$ cat src/gpb_params.svh
// constants for the general io port bank
`ifndef GPB_PARAMS_SVH
`define GPB_PARAMS_SVH
`define GPB_NPORT      3
`define GPB_PX0        0
`define GPB_PX2        1
`define GPB_PX4        2
`define GPB_ZERO8      8'h00
`define GPB_ONES8      8'hFF
// port 0 masks per package
`define GPB_P0_IMPL_8  8'h1A
`define GPB_P0_IMPL_10 8'h1F
`define GPB_P0_IMPL_16 8'hFF
`define GPB_P0_OD_8    8'h0A
`define GPB_P0_OD_10   8'h0B
`define GPB_P0_OD_16   8'hFB
`define GPB_P0_ANA_8   8'h1A
`define GPB_P0_ANA_10  8'h1E
`define GPB_P0_ANA_16  8'hFE
// port 2 exists only in the largest package
`define GPB_P2_IMPL_20 8'h0F
`define GPB_P2_OD_20   8'h04
`define GPB_P2_ANA_20  8'h0F
// port 4 masks per package
`define GPB_P4_IMPL_8  8'h01
`define GPB_P4_IMPL_16 8'h03
`define GPB_P4_OD_20   8'h02
// package pin counts
`define GPB_PINS_8     8
`define GPB_PINS_10    10
`define GPB_PINS_16    16
`define GPB_PINS_20    20
`endif

$ cat src/gpb_pkg.sv
// types for the general io port bank
package gpb_pkg;
  // which mask a lookup returns
  typedef enum logic [2:0] {
    GPB_K_IMPL = 3'b001,
    GPB_K_OD   = 3'b010,
    GPB_K_ANA  = 3'b100
  } gpb_kind_t;

  // software write strobes for one port
  typedef struct packed {
    logic data;
    logic direction;
    logic pullup_select;
    logic output_type;
    logic analog_digital_select;
  } gpb_wr_t;

  // software visible registers of one port
  typedef struct packed {
    logic [7:0] data;
    logic [7:0] direction;
    logic [7:0] pullup_select;
    logic [7:0] output_type;
    logic [7:0] analog_digital_select;
  } gpb_cfg_t;

  typedef logic [2:0][7:0] gpb_vec_t;

  // whole state of the bank
  typedef struct packed {
    gpb_cfg_t [2:0] cfg;
    gpb_vec_t       sync1;
    gpb_vec_t       sync2;
    gpb_vec_t       sync3;
    gpb_vec_t       level;
    gpb_vec_t       pin_out;
    gpb_vec_t       pin_oe;
    gpb_vec_t       pullup_en;
    gpb_vec_t       analog_en;
    gpb_vec_t       rdata;
  } gpb_state_t;
endpackage : gpb_pkg

$ cat src/gpb_port_bank.sv
// general io port bank: ports 0, 2 and 4 with latches and pin control
`include "gpb_params.svh"

module gpb_port_bank
  import gpb_pkg::*;
#(
  parameter int PINS = `GPB_PINS_20
) (
  // clock and reset
  input  wire logic                REF_CLK,
  input  wire logic                RST,
  // software writes, index 0/1/2 = port 0/2/4
  input  wire gpb_wr_t [2:0]       WR,
  input  wire logic [7:0]          WR_DATA,
  // pins
  input  wire gpb_vec_t            PIN_IN,
  output gpb_vec_t                 PIN_OUT,
  output gpb_vec_t                 PIN_OE,
  output gpb_vec_t                 PULLUP_EN,
  output gpb_vec_t                 ANALOG_EN,
  // software reads
  output gpb_vec_t                 RDATA,
  output gpb_cfg_t [2:0]           CFG
);

  // port 0 masks: implemented, open-drain capable, analog capable
  function automatic logic [7:0] port0_mask(
    input int        pins,
    input gpb_kind_t kind
  );
    logic [7:0] m;
    m = `GPB_ZERO8;
    case (kind)
      GPB_K_IMPL: begin
        case (pins)
          `GPB_PINS_8:  m = `GPB_P0_IMPL_8;
          `GPB_PINS_10: m = `GPB_P0_IMPL_10;
          default:      m = `GPB_P0_IMPL_16;
        endcase
      end
      GPB_K_OD: begin
        case (pins)
          `GPB_PINS_8:  m = `GPB_P0_OD_8;
          `GPB_PINS_10: m = `GPB_P0_OD_10;
          default:      m = `GPB_P0_OD_16;
        endcase
      end
      GPB_K_ANA: begin
        case (pins)
          `GPB_PINS_8:  m = `GPB_P0_ANA_8;
          `GPB_PINS_10: m = `GPB_P0_ANA_10;
          default:      m = `GPB_P0_ANA_16;
        endcase
      end
      default: begin
        m = `GPB_ZERO8;
      end
    endcase
    return m;
  endfunction : port0_mask

  // port 2 masks: these bits bond out in the largest package only
  function automatic logic [7:0] port2_mask(
    input int        pins,
    input gpb_kind_t kind
  );
    logic [7:0] m;
    m = `GPB_ZERO8;
    if (pins == `GPB_PINS_20) begin
      case (kind)
        GPB_K_IMPL: begin
          m = `GPB_P2_IMPL_20;
        end
        GPB_K_OD: begin
          m = `GPB_P2_OD_20;
        end
        GPB_K_ANA: begin
          m = `GPB_P2_ANA_20;
        end
        default: begin
          m = `GPB_ZERO8;
        end
      endcase
    end
    return m;
  endfunction : port2_mask

  // port 4 masks: no analog path on this port
  function automatic logic [7:0] port4_mask(
    input int        pins,
    input gpb_kind_t kind
  );
    logic [7:0] m;
    m = `GPB_ZERO8;
    case (kind)
      GPB_K_IMPL: begin
        case (pins)
          `GPB_PINS_8:  m = `GPB_P4_IMPL_8;
          `GPB_PINS_10: m = `GPB_P4_IMPL_8;
          default:      m = `GPB_P4_IMPL_16;
        endcase
      end
      GPB_K_OD: begin
        case (pins)
          `GPB_PINS_20: m = `GPB_P4_OD_20;
          default:      m = `GPB_ZERO8;
        endcase
      end
      default: begin
        m = `GPB_ZERO8;
      end
    endcase
    return m;
  endfunction : port4_mask

  // mask lookup by package, port and kind
  function automatic logic [7:0] mask_of(
    input int        pins,
    input int        port,
    input gpb_kind_t kind
  );
    logic [7:0] m;
    m = `GPB_ZERO8;
    case (port)
      `GPB_PX0: m = port0_mask(pins, kind);
      `GPB_PX2: m = port2_mask(pins, kind);
      `GPB_PX4: m = port4_mask(pins, kind);
      default:  m = `GPB_ZERO8;
    endcase
    return m;
  endfunction : mask_of

  // masked write keeps unimplemented bits at their reset value
  function automatic logic [7:0] merge(
    input logic [7:0] old_v,
    input logic [7:0] new_v,
    input logic [7:0] m
  );
    return (new_v & m) | (old_v & ~m);
  endfunction : merge

  // two agreeing late stages move the level; otherwise it holds
  function automatic logic [7:0] settle(
    input logic [7:0] s2,
    input logic [7:0] s3,
    input logic [7:0] held
  );
    return (s2 & s3) | (held & (s2 | s3));
  endfunction : settle

  // digital bits of a port, analog ones excluded
  function automatic logic [7:0] digital_bits(
    input logic [7:0] impl,
    input gpb_cfg_t   c
  );
    return impl & ~c.analog_digital_select;
  endfunction : digital_bits

  // digital bits whose direction is output
  function automatic logic [7:0] output_bits(
    input logic [7:0] impl,
    input gpb_cfg_t   c
  );
    return digital_bits(impl, c) & ~c.direction;
  endfunction : output_bits

  // pull-up only on digital inputs; an output would fight it
  function automatic logic [7:0] pullup_bits(
    input logic [7:0] impl,
    input gpb_cfg_t   c
  );
    return c.pullup_select & digital_bits(impl, c) & c.direction;
  endfunction : pullup_bits

  // read value: latch for outputs, filtered pin for digital inputs
  function automatic logic [7:0] read_bits(
    input logic [7:0] impl,
    input gpb_cfg_t   c,
    input logic [7:0] level
  );
    return (output_bits(impl, c) & c.data) |
           (digital_bits(impl, c) & c.direction & level);
  endfunction : read_bits

  gpb_state_t st_reg;
  gpb_state_t st_next;
  gpb_state_t st_rst;

  // reset image: all input, analog selected where the bit has an analog path; analog_en and the other outputs load zero
  always_comb begin
    st_rst = '0;
    for (int p = 0; p < `GPB_NPORT; p++) begin
      st_rst.cfg[p].data                  = `GPB_ZERO8;
      st_rst.cfg[p].direction             = `GPB_ONES8;
      st_rst.cfg[p].pullup_select         = `GPB_ZERO8;
      st_rst.cfg[p].output_type           = `GPB_ZERO8;
      st_rst.cfg[p].analog_digital_select =
        mask_of(PINS, p, GPB_K_ANA);
    end
  end

  always_comb begin
    logic [7:0] impl;
    logic [7:0] odm;
    logic [7:0] anam;
    logic [7:0] is_out;
    logic [7:0] is_dig;
    logic [7:0] od;
    gpb_cfg_t   c;
    impl    = `GPB_ZERO8;
    odm     = `GPB_ZERO8;
    anam    = `GPB_ZERO8;
    is_out  = `GPB_ZERO8;
    is_dig  = `GPB_ZERO8;
    od      = `GPB_ZERO8;
    c       = '0;
    st_next = st_reg;
    for (int p = 0; p < `GPB_NPORT; p++) begin
      impl = mask_of(PINS, p, GPB_K_IMPL);
      odm  = mask_of(PINS, p, GPB_K_OD);
      anam = mask_of(PINS, p, GPB_K_ANA);
      c    = st_reg.cfg[p];
      if (WR[p].data) begin
        c.data = merge(c.data, WR_DATA, impl);
      end
      if (WR[p].direction) begin
        c.direction = merge(c.direction, WR_DATA, impl);
      end
      if (WR[p].pullup_select) begin
        c.pullup_select = merge(c.pullup_select, WR_DATA, impl);
      end
      if (WR[p].output_type) begin
        c.output_type = merge(c.output_type, WR_DATA, odm);
      end
      if (WR[p].analog_digital_select) begin
        c.analog_digital_select =
          merge(c.analog_digital_select, WR_DATA, anam);
      end
      st_next.cfg[p] = c;

      // pin sampling: three stages, level moves when stages 2 and 3 agree
      st_next.sync1[p] = PIN_IN[p];
      st_next.sync2[p] = st_reg.sync1[p];
      st_next.sync3[p] = st_reg.sync2[p];
      st_next.level[p] =
        settle(st_reg.sync2[p], st_reg.sync3[p],
               st_reg.level[p]);

      // outputs are registered from the updated configuration on the same edge as it
      is_dig = digital_bits(impl, c);
      is_out = output_bits(impl, c);
      od     = c.output_type & odm;
      // open-drain drives only low and floats for a one
      st_next.pin_out[p] = c.data & ~od & is_out;
      st_next.pin_oe[p]  = is_out & ~(od & c.data);
      // analog or output bits never keep the pull-up
      st_next.pullup_en[p] =
        pullup_bits(impl, c);
      st_next.analog_en[p] = impl & c.analog_digital_select;
      // analog bits read as zero; unimplemented bits read as zero
      st_next.rdata[p] =
        read_bits(impl, c, st_reg.level[p]);
    end
  end

  always_ff @(posedge REF_CLK) begin
    if (RST) begin
      st_reg <= st_rst;
    end else begin
      st_reg <= st_next;
    end
  end

  assign PIN_OUT   = st_reg.pin_out;
  assign PIN_OE    = st_reg.pin_oe;
  assign PULLUP_EN = st_reg.pullup_en;
  assign ANALOG_EN = st_reg.analog_en;
  assign RDATA     = st_reg.rdata;
  assign CFG       = st_reg.cfg;

endmodule : gpb_port_bank

$ cat config.mk
export PLATFORM = sky130hd
export DESIGN_NAME = gpb_port_bank
export DESIGN_NICKNAME = d
export VERILOG_FILES = /design/src/gpb_pkg.sv /design/src/gpb_port_bank.sv
export VERILOG_INCLUDE_DIRS = /design/src /design/src/src
export SDC_FILE = /design/constraint.sdc
export NUM_CORES = 1
export LEC_CHECK = 0
export BUFFER_PORTS_ARGS = -buffer_cell sky130_fd_sc_hd__buf_4
export CELL_PAD_IN_SITES_DETAIL_PLACEMENT = 1
export CELL_PAD_IN_SITES_GLOBAL_PLACEMENT = 1
export CORE_ASPECT_RATIO = 0.9
export CORE_MARGIN = 3
export CORE_UTILIZATION = 35
export CTS_BUF_LIST = sky130_fd_sc_hd__clkbuf_4 sky130_fd_sc_hd__clkbuf_8 sky130_fd_sc_hd__clkbuf_16
export CTS_CLUSTER_SIZE = 12
export DETAILED_ROUTE_END_ITERATION = 8
export HOLD_SLACK_MARGIN = 0.08
export PLACE_DENSITY_LB_ADDON = 0.1
export SLEW_MARGIN = 5
export SYNTH_ARGS = -nofsm -noshare
export SYNTH_HDL_FRONTEND = slang
export SYNTH_SLANG_ARGS = --single-unit
export TNS_END_PERCENT = 100
$ cat constraint.sdc
create_clock -name REF_CLK -period 1.3 [get_ports REF_CLK]
set_input_delay 0.26 -clock REF_CLK [delete_from_list [all_inputs] [get_ports REF_CLK]]
set_output_delay 0.26 -clock REF_CLK [all_outputs]
set_load 0.02 [all_outputs]
# Word-level counts from Yosys, hierarchy flattened
# Cells that the tools add are included.
# word_totals
latch_bits,0
mem_count,0
wordCells,123
ramBits,0
rom_bits,0
ff_bits,326
# op_classes
muxes,14
div,0
shifts,0
magnitude_cmp,0
reduce_logical,0
n_eq_ne,0
bitwise_logic,64
multipliers,0
n_addsub,0
# op_table
cell,count
$and A8 B8 Y8,23
$mux W8,14
$or A8 B8 Y8,9
$not A8 Y8,7
$and A2 B8 Y8,5
$or A2 B8 Y8,4
$or A4 B8 Y8,4
$and A4 B8 Y8,2
$and A3 B8 Y8,1
$and A8 B2 Y8,1
$and A8 B4 Y8,1
$not A2 Y8,1
$not A3 Y8,1
$or A3 B8 Y8,1
$or A8 B1 Y8,1
$or A8 B3 Y8,1
$not A4 Y4,1
$not A2 Y2,1

# Depth between registers and ports, before layout
# Gate-level depths: netlist (run 1).
# logic_depth
ltp_word,6
ltp_mapped,5

# Least setup slack after synthesis (run 1)
# Ideal clock, no wire load.
# synth_timing
kind,input to register
from,in WR[8] (netlist bit)
to,reg st_reg (netlist bit RDATA[11])
t_arrival_ns,1.038
n_path_buf,1
slack_ns,0.138
required_time_ns,1.175
stages,4
setup_ns,0.125
cell_sequence,buf_2 or4_1 o31ai_1 a211oi_1
# synth_between
elab_chain_cells,5
elab_cells_between_ends,7
classes_between,mux: 1; bitwise: 6
# synth_lines
element,line,text
from (decl),gpb_port_bank.sv:13,"input wire gpb_wr_t [2:0] WR,"
$mux W8 *,gpb_port_bank.sv:226,if (WR[p].direction) begin
$not A8 Y8,gpb_port_bank.sv:164,"return digital_bits(impl, c) & ~c.direction;"
$and A4 B8 Y8,gpb_port_bank.sv:164,
$and A8 B8 Y8,gpb_port_bank.sv:181,"return (output_bits(impl, c) & c.data) |"
$or A8 B8 Y8 *,gpb_port_bank.sv:181,
to (signal assigned),gpb_port_bank.sv:268,st_reg <= st_rst;
to (signal assigned),gpb_port_bank.sv:270,st_reg <= st_next;
to (decl),gpb_port_bank.sv:185,gpb_state_t st_reg;
# Mark *: on every way between the ends. The rest lies on a longest branch, timed or not.
# A chain may end at the register's enable or synchronous reset.

# Worst setup path in the final report (run 1)
# layout_timing
from,reg st_reg (netlist bit CFG[1])
to,out CFG[1] (netlist bit)
# layout_lines
element,line,text
to (decl),gpb_port_bank.sv:23,output gpb_cfg_t [2:0] CFG
# No word-level cell between the ends.

==> results of run 1 <==
-- synthesized netlist by cell type (all sizes together) (2+ instances only) --
cell     count  area (um2)
a211oi       8       65.06
a21oi       29       145.1
a221oi       3       26.28
a32oi        6       52.55
and2         3       18.77
and3         2       12.51
buf        278        2058
clkbuf       8       31.28
conb         2       7.510
dfxtp      185        3704
inv         18       67.56
mux2         4       45.04
mux2i       50       511.7
nand2       47       176.4
nand2b      19       126.4
nand3        4       20.02
nor2        77       294.0
nor2b       54       337.8
nor3        17       85.08
nor3b        3       22.52
nor4         2       18.77
nor4b        3       26.28
o2111ai      7       61.31
o211ai       2       15.01
o21a         6       45.04
o21ai       27       135.1
o21bai       2       15.01
o221ai       2       17.52
o22a         8       70.07
o22ai        5       31.28
o32a         5       50.05
or2          3       18.77
-- how the worst max path moves through the flow --
stage / start / to / slack, ns / cells past startpoint
after floorplan: WR[8] / RDATA[11]$_SDFF_PP0_ / 0.14 / 4
after global routing: CFG[7]$_SDFF_PP1_ / CFG[7] / 0.0003 / 1
after detailed placement: WR[3] / PIN_OUT[0]$_SDFF_PP0_ / -0.06 / 5
after CTS: CFG[38]$_SDFF_PP0_ / CFG[38] / 0.002 / 1
final: CFG[1]$_SDFF_PP1_ / CFG[1] / 0.06 / 1
after global placement: WR[3] / PIN_OUT[0]$_SDFF_PP0_ / -0.01 / 5
-- cell type report --
cell class / count / area (um2)
sequential: 185 / 3727
multi-input combinational: 521 / 2958
inverter: 19 / 71.32
clock inverter: 14 / 137.6
fill: 2712 / 13950
tap: 302 / 377.9
timing repair buffer: 229 / 1814
clock buffer: 18 / 439.2
-- kinds of logic (layout without fill, tap and decap cells) --
| family | count (synthesis) | in the layout | synth area share |
|---|---|---|---|
| buffers and inverters | 305 | 280 | 0.2568 |
| AO/OA/AOI/OAI | 118 | 118 | 0.09503 |
| multiplexers | 54 | 54 | 0.06618 |
| flip-flops | 185 | 185 | 0.4402 |
| AND/OR/NAND/NOR | 238 | 238 | 0.1408 |
| other | 2 | 111 | 0.0008927 |
-- repair_timing --
item                                    in CTS  in global routing
cloned                                       0                  0
endpoints found under the hold margin       13                  0
endpoints found under the setup margin       9                 10
hold buffers                                13                  0
gates resized for setup                      9                 10
-- routing by layer --
| metal | up-vias | track usage |
|---|---|---|
| met4 | 0 | 0.04517 |
| met3 | 21 | 0.04551 |
| met2 | 194 | 0.2117 |
| li1 | 2760 | - |
| met1 | 2565 | 0.2149 |
| met5 | - | 0 |
-- tightest hold or removal path, stage by stage --
cell and delay (ns):
buf_4 0.14, nand2_1 0.08, nand2_1 0.06
-- through the flow --
stage	power, W	cells	setup slack [ns]	setup TNS [ns]
floorplan	0.007870	1011	0.1376	0
global placement	0.008074	1243	-0.01334	-0.01752
detailed placement	0.008090	1243	-0.05813	-0.1143
CTS	0.01322	1288	0.001583	0
global route	0.01367	1288	0.0003183	0
finish	0.01303	1288	0.06057	0
-- report_power, final --
part	leakage, nW	internal, W	switching (W)
combinational	2.58	0.000739	0.00118
sequential	1.52	0.00592	0.000148
clock	0.277	0.00259	0.00245
==> impl_metrics.py, run 1 <==
metrics = {
    "final_layout": {
        "synthToLayoutAreaGrowth_pct": 13.22,
        "final_common_cell": "buf_4",
        "nets": 1022,
        "layout_common_cells": "buf_4 (211), dfxtp_1 (166), conb_1 (111), nor2_1 (75), nor2b_1 (54)",
        "final_core_util": 0.4058,
        "largest_reg_flops": 62,
        "drive_above_1_share": 0.2860,
        "finish.instance_area_um2": 9525,
        "num_antenna_cells": 0,
    },
    "detailed_routing": {
        "firstDrtPassIters": 4,
        "dr.max_layer_used": "met4",
        "drtIter0Drc": 284,
        "met1_length_mm": 9.848,
        "finalWirelength_mm": 19.81,
        "wl_met3_mm": 1.288,
        "route.met2.wl_mm": 8.271,
        "avgRoutedWirePerCell_um": 15.38,
        "drc": 0,
        "viasPerCell": 4.301,
        "postRouteAntennaNets": 0,
        "vias": 5540,
    },
    "logic_synthesis": {
        "synthFlopType": "dfxtp_1",
        "syn_area_per_cell_um2": 9.327,
        "ys_types": 57,
        "synthArstFlopShare": 0,
        "ys_ff_latch": 185,
        "ys_seq_area_frac": 0.4402,
        "yosys_warnings": 0,
        "syn_inst": 902,
        "syn-cell-area_um2": 8413,
        "synth_edf_count": 0,
    },
    "run_status": {
        "outcome": "finished, final reports clean",
    },
    "critical_path": {
        "worstReg2RegEnd": "RDATA[11]$_SDFF_PP0_",
        "critical_path.slowest_cell": "dfxtp_2",
        "worstPathMaxFanout": 4,
        "critical_path_required_ns": 1.04,
        "cp_top_family": "flip-flops",
        "arrival_ns": 0.98,
        "path_buf_inv": 1,
        "r2r_slack_ns": 0.18,
        "worstRegToRegCells": 3,
        "path_cells": "buf_4",
        "critPathKind": "flop to output pin",
        "startpoint_type": "flop",
        "timing.rr.start": "CFG[75]$_SDFF_PP0_",
        "slowest_delay_ns": 0.39,
        "cp-end-kind": "output pin",
    },
    "clocking": {
        "ctsLongestPathBuffers": 2,
        "clk_latency_ns": 0.43,
        "root_buffer": "clkbuf_16",
        "clk_pin_slew_ns": 0.08,
        "cts.sinks": 185,
        "post_cts_buffers": 0,
        "cts_tree": "built",
        "cts_max_level": 4,
        "numCtsBuffers": 17,
    },
    "timing": {
        "setup_viol": 0,
        "fin_hold_ws_ns": 0.1283,
        "min_period_ns": 1.239,
        "rsz0062_at_grt": "no",
        "finalCritPeriodShare": 0.9534,
        "hold_violations": 0,
        "max_freq_mhz": 806.8,
        "fin_skew_ns": 0.01385,
        "drv_slew": 0,
    },
    "global_route": {
        "grt_start_max_net_pins": 34,
        "antenna_found_initial": 0,
        "grt-ovfl-total": 0,
        "grt_pass1_vias": 5274,
        "grtUsageTotal": 0.1486,
        "grt_pass1_wl_mm": 30.35,
    },
    "die": {
        "io_pins": 289,
        "die_w_um": 169.4,
        "start_util": 0.3584,
        "coreArea_um2": 23480,
        "dieHeight_um": 153.1,
        "num_rows": 53,
        "die_area_um2": 25940,
    },
    "placement": {
        "place_area_um2": 8795,
        "numPortBuffers": 166,
        "gp_congestion": 0.7710,
        "dp_hpwl_mm": 14.94,
    },
    "worst_hold_path": {
        "hold_path.startpoint": "WR[8]",
        "hold_class": "input pin to flop",
        "min_to": "CFG[67]$_SDFF_PP1_",
        "holdPathStages": 3,
    },
    "power": {
        "powerDensity_nw_per_um2": 1368,
        "worst_ir_drop_vdd_mv": 0.8281,
        "power_leakage_nw": 4.370,
    },
    "run": {
        "drv_cap": 0,
    },
}
No activity file was read; power rests on OpenSTA's default activity.
==> run 2, diff against run 1 <==
--- a/config.mk
+++ b/config.mk
@@ -10,13 +10,13 @@
 export CELL_PAD_IN_SITES_DETAIL_PLACEMENT = 1
 export CELL_PAD_IN_SITES_GLOBAL_PLACEMENT = 1
 export CORE_ASPECT_RATIO = 0.9
-export CORE_MARGIN = 3
 export CORE_UTILIZATION = 35
 export CTS_BUF_LIST = sky130_fd_sc_hd__clkbuf_4 sky130_fd_sc_hd__clkbuf_8 sky130_fd_sc_hd__clkbuf_16
 export CTS_CLUSTER_SIZE = 12
 export DETAILED_ROUTE_END_ITERATION = 8
 export HOLD_SLACK_MARGIN = 0.08
 export PLACE_DENSITY_LB_ADDON = 0.1
+export RECOVER_POWER = 100
 export SLEW_MARGIN = 5
 export SYNTH_ARGS = -nofsm -noshare
 export SYNTH_HDL_FRONTEND = slang
==> constraint.sdc (replaced) <==
create_clock -name REF_CLK -period 1.3 [get_ports REF_CLK]
set_input_delay 0.26 -clock REF_CLK [delete_from_list [all_inputs] [get_ports REF_CLK]]
set_output_delay 0.26 -clock REF_CLK [all_outputs]
set_load 0.1 [all_outputs]
==> impl_metrics.py, run 2 (synthesized netlist as in run 1, its figures left out) <==
metrics = {
    "run_status": {
        "outcome": "finished with violations",
        "failed_checks": "design-rule violations",
    },
    "critical_path": {
        "critPathKind": "flop to output pin",
        "slowest_delay_ns": 0.37,
        "critical_path.slowest_cell": "dfxtp_1",
        "cp_top_family": "flip-flops",
        "worstPathMaxFanout": 1,
        "path_buf_inv": 1,
        "critical_path_required_ns": 1.04,
        "cp-end-kind": "output pin",
        "r2r_slack_ns": 0.16,
        "startpoint_type": "flop",
        "arrival_ns": 1.01,
        "path_cells": "buf_8",
    },
    "final_layout": {
        "drive_above_1_share": 0.3296,
        "final_cell_count_no_fill": 1282,
        "final_core_util": 0.4556,
        "largest_reg_flops": 62,
        "nets": 1016,
        "layout_common_cells": "dfxtp_1 (118), conb_1 (111), buf_12 (76), nor2_1 (75), buf_4 (72)",
        "fillers": 2579,
        "final_common_cell": "dfxtp_1",
        "num_antenna_cells": 0,
        "synthToLayoutAreaGrowth_pct": 27.13,
    },
    "clocking": {
        "cts_tree": "built",
        "ctsLongestPathBuffers": 2,
        "cts.sinks": 185,
        "numCtsBuffers": 17,
        "root_buffer": "clkbuf_16",
        "cts_max_level": 4,
        "clk_pin_slew_ns": 0.07,
        "clk_latency_ns": 0.43,
    },
    "die": {
        "dieHeight_um": 149.1,
        "coreArea_um2": 23480,
        "io_pins": 289,
        "die_w_um": 165.4,
        "die_area_um2": 24660,
        "start_util": 0.3584,
        "num_rows": 53,
    },
    "detailed_routing": {
        "avgRoutedWirePerCell_um": 15.32,
        "dr.max_layer_used": "met4",
        "route.met2.wl_mm": 8.845,
        "drtIter0Drc": 212,
        "postRouteAntennaNets": 0,
        "vias": 5513,
        "wl_met3_um": 955,
        "firstDrtPassIters": 6,
        "viasPerCell": 4.300,
        "finalWirelength_mm": 19.64,
        "drc": 31,
        "met1_length_mm": 9.654,
    },
    "timing": {
        "finalCritPeriodShare": 0.9795,
        "worstMarginPinSlew_ns": 0.7579,
        "drv_slew": 0,
        "fin_skew_ns": 0.008304,
        "hold_violations": 0,
        "min_period_ns": 1.273,
        "slew_headroom": 0.4948,
        "max_freq_mhz": 785.4,
        "setup_viol": 0,
        "rsz0062_at_grt": "yes",
    },
    "global_route": {
        "grt_pass1_vias": 5274,
        "grt_start_max_net_pins": 66,
        "grt_pass1_wl_mm": 29.95,
        "grt-ovfl-total": 0,
        "grtUsageTotal": 0.1602,
        "antenna_found_initial": 0,
    },
    "placement": {
        "numPortBuffers": 166,
        "dp_hpwl_mm": 13.99,
        "placed_cells": 1234,
        "gp_congestion": 0.7467,
    },
    "power": {
        "powerDensity_nw_per_um2": 1481,
        "power_leakage_nw": 4.695,
        "worst_ir_drop_vdd_mv": 0.6325,
    },
    "run": {
        "drv_cap": 0,
    },
    "worst_hold_path": {
        "hold_class": "input pin to flop",
    },
}
[run 2: power breakdown]
| part | internal [W] | total [W] | switching [W] |
|---|---|---|---|
| Clock | 0.00272 | 0.00516 | 0.00244 |
| Combinational | 0.00108 | 0.00453 | 0.00345 |
| Sequential | 0.00592 | 0.00615 | 0.000230 |
[run 2: repair_timing]
item,4_1_cts,5_1_grt
gates resized for setup,309,51
pin swaps,0,0
endpoints found under the setup margin,123,43
buffers inserted,0,3
hold buffers,13,0
endpoints found under the hold margin,13,0
[run 2: per-stage QoR]
stage | setup TNS [ns] | area (um2) | hold slack [ns] | setup slack (ns) | power [W]
detailed placement | -0.008384 | 8727 | 0.4236 | -0.004986 | 0.01035
global route | -0.02264 | 10700 | 0.1220 | -0.01590 | 0.01643
finish | 0 | 10700 | 0.1283 | 0.02671 | 0.01585
floorplan | 0 | 8822 | 0.3882 | 0.1376 | 0.01016
global placement | 0 | 8727 | 0.4189 | 0.003180 | 0.01033
CTS | 0 | 10530 | 0.1089 | 0.0003061 | 0.01597
[run 2: final cells by class]
type                    count  area [um2]  area share
repair buffers            223        2883      0.2695
clock buffers              17       425.4     0.03978
clock inverters            15       152.6     0.01427
well taps                 302       377.9     0.03533
multi-input cells         521        2958      0.2766
flip-flops and latches    185        3827      0.3579
inverters                  19       71.32    0.006668
[run 2: worst register-to-register path: cells and delay by family (launching register included)]
kind               cells  cell delay, ns
and+or+nand+nor        1            0.50
DFF                    1            0.35
AOI/OAI and AO/OA      2            0.17
[run 2: layer usage]
layer / up-vias / GRT usage
met5: - / 0
met1: 2591 / 0.2255
met2: 166 / 0.2408
met4: 0 / 0.04636
met3: 13 / 0.03948
li1: 2743 / -
[run 2: final timing paths]
kind / startpoint / to / cells past startpoint
worst max-delay path: PIN_OE[11]$_SDFF_PP0_ / PIN_OE[11] / 1
worst min register to register: st_next[172]$_SDFF_PP0_ / st_next[148]$_SDFF_PP0_ / 1
worst max register to register: CFG[75]$_SDFF_PP0_ / RDATA[11]$_SDFF_PP0_ / 3
worst min-delay path: WR[11] / CFG[89]$_SDFF_PP0_ / 3
==> run 3, diff against run 2 <==
--- a/config.mk
+++ b/config.mk
@@ -10,7 +10,7 @@
 export CELL_PAD_IN_SITES_DETAIL_PLACEMENT = 1
 export CELL_PAD_IN_SITES_GLOBAL_PLACEMENT = 1
 export CORE_ASPECT_RATIO = 0.9
-export CORE_UTILIZATION = 35
+export CORE_UTILIZATION = 37
 export CTS_BUF_LIST = sky130_fd_sc_hd__clkbuf_4 sky130_fd_sc_hd__clkbuf_8 sky130_fd_sc_hd__clkbuf_16
 export CTS_CLUSTER_SIZE = 12
 export DETAILED_ROUTE_END_ITERATION = 8
==> impl_metrics.py, run 3 (synthesized netlist as in run 1, its figures left out) <==
metrics = {
    "placement": {
        "numPortBuffers": 166,
        "dp_hpwl_mm": 14.34,
        "dp_slack_ns": -0.008634,
        "gp_congestion": 0.7788,
        "placed_cells": 1213,
        "place_area_um2": 8626,
    },
    "critical_path": {
        "worstPathMaxFanout": 1,
        "arrival_ns": 1.02,
        "critical_path_required_ns": 1.04,
        "path_cells": "buf_6",
        "path_buf_inv": 1,
        "critical_path.slowest_cell": "dfxtp_1",
        "critPathKind": "flop to output pin",
        "slowest_delay_ns": 0.36,
        "startpoint_type": "flop",
        "cp-end-kind": "output pin",
        "cp_top_family": "flip-flops",
    },
    "power": {
        "powerDensity_nw_per_um2": 1553,
        "power_leakage_nw": 4.707,
        "worst_ir_drop_vdd_mv": 0.8853,
    },
    "clocking": {
        "ctsLongestPathBuffers": 2,
        "cts.sinks": 185,
        "clk_latency_ns": 0.43,
        "numCtsBuffers": 17,
        "clk_pin_slew_ns": 0.07,
        "root_buffer": "clkbuf_16",
        "cts_tree": "built",
        "cts_max_level": 4,
    },
    "timing": {
        "finalCritPeriodShare": 0.9846,
        "drv_slew": 0,
        "setup_viol": 0,
        "worstMarginPinSlew_ns": 0.6348,
        "fin_hold_ws_ns": 0.1135,
        "setup_slack_ns": 0.01998,
        "hold_violations": 0,
        "slew_headroom": 0.5768,
        "min_period_ns": 1.280,
        "fin_skew_ns": 0.007927,
        "max_freq_mhz": 781.2,
    },
    "final_layout": {
        "finish.instance_area_um2": 10760,
        "drive_above_1_share": 0.3285,
        "nets": 1007,
        "fillers": 2405,
        "largest_reg_flops": 62,
        "layout_common_cells": "dfxtp_1 (114), conb_1 (111), buf_12 (78), nor2_1 (75), buf_4 (68)",
        "num_antenna_cells": 0,
        "final_common_cell": "dfxtp_1",
        "synthToLayoutAreaGrowth_pct": 27.89,
        "final_cell_count_no_fill": 1262,
        "multi_input_area_um2": 2958,
        "regArea_um2": 3830,
    },
    "detailed_routing": {
        "postRouteAntennaNets": 0,
        "avgRoutedWirePerCell_um": 16.31,
        "drc": 0,
        "finalWirelength_mm": 20.59,
        "viasPerCell": 4.424,
        "vias": 5583,
        "firstDrtPassIters": 4,
        "drtIter0Drc": 180,
    },
    "die": {
        "start_util": 0.3833,
        "die_w_um": 161.0,
        "die_area_um2": 23350,
        "io_pins": 289,
        "num_rows": 51,
        "dieHeight_um": 145.1,
        "coreArea_um2": 21950,
    },
    "global_route": {
        "grt-ovfl-total": 0,
        "grt_pass1_vias": 5623,
        "grt_start_max_net_pins": 59,
        "grt_pass1_wl_mm": 31.74,
        "antenna_found_initial": 0,
        "grtUsageTotal": 0.1753,
    },
    "run_status": {
        "outcome": "finished, final reports clean",
    },
    "run": {
        "drv_cap": 0,
    },
    "worst_hold_path": {
        "hold_class": "input pin to flop",
    },
}
-- run 3: changes by cell type in the layout (fill, tap and decap cells not counted), sizes merged --
cell / previous run / this run
bufinv: 1 / 6
clkbuf: 22 / 18
clkinvlp: 3 / 4
buf: 205 / 200
inv: 27 / 21
-- run 3: final timing paths --
| check | from | end | slack [ns] | depth (start not counted) |
|---|---|---|---|---|
| worst max-delay path | PIN_OUT[11]$_SDFF_PP0_ | PIN_OUT[11] | 0.02 | 1 |
| worst max register to register | CFG[75]$_SDFF_PP0_ | RDATA[11]$_SDFF_PP0_ | 0.12 | 3 |
| worst min-delay path | PIN_IN[0] | st_next[168]$_SDFF_PP0_ | 0.11 | 2 |
| worst min register to register | st_next[173]$_SDFF_PP0_ | st_next[149]$_SDFF_PP0_ | 0.44 | 1 |
-- run 3: cell type report --
class	instances	area share
inverter	19	0.006629
multi-input combinational	521	0.2749
sequential	185	0.3560
clock buffer	17	0.03954
timing repair buffer	214	0.2643
tap	291	0.03384
clock inverter	15	0.02477
-- run 3: what timing repair did --
action                     4_1_cts  5_1_grt
hold buffers                    13        0
setup buffers                    0        4
setup endpoints to repair      116       57
hold endpoints to repair        13        0
gates resized for setup        292       80
-- run 3: metrics by stage --
stage	TNS [ns]	util	power, W
3_5_place_dp	-0.008634	0.3930	0.01032
6_report	0	0.4901	0.01671
2_1_floorplan	0	-	0.01016
3_3_place_gp	0	0.3930	0.01027
5_1_grt	-0.03897	0.4901	0.01728
4_1_cts	0	0.4774	0.01677
-- run 3: power breakdown --
group          internal (W)  switching (W)
Sequential          0.00593       0.000237
Combinational       0.00107        0.00345
Clock               0.00366        0.00237
Total                0.0107        0.00606
-- run 3: layer usage --
metal  global-route usage  up-vias  routed length, um
met5                    0        -                  0
met1               0.2255     2674               9167
met3              0.04574       15               1087
met2               0.2894      165              10160
li1                     -     2729                  -
met4              0.04481        0                177
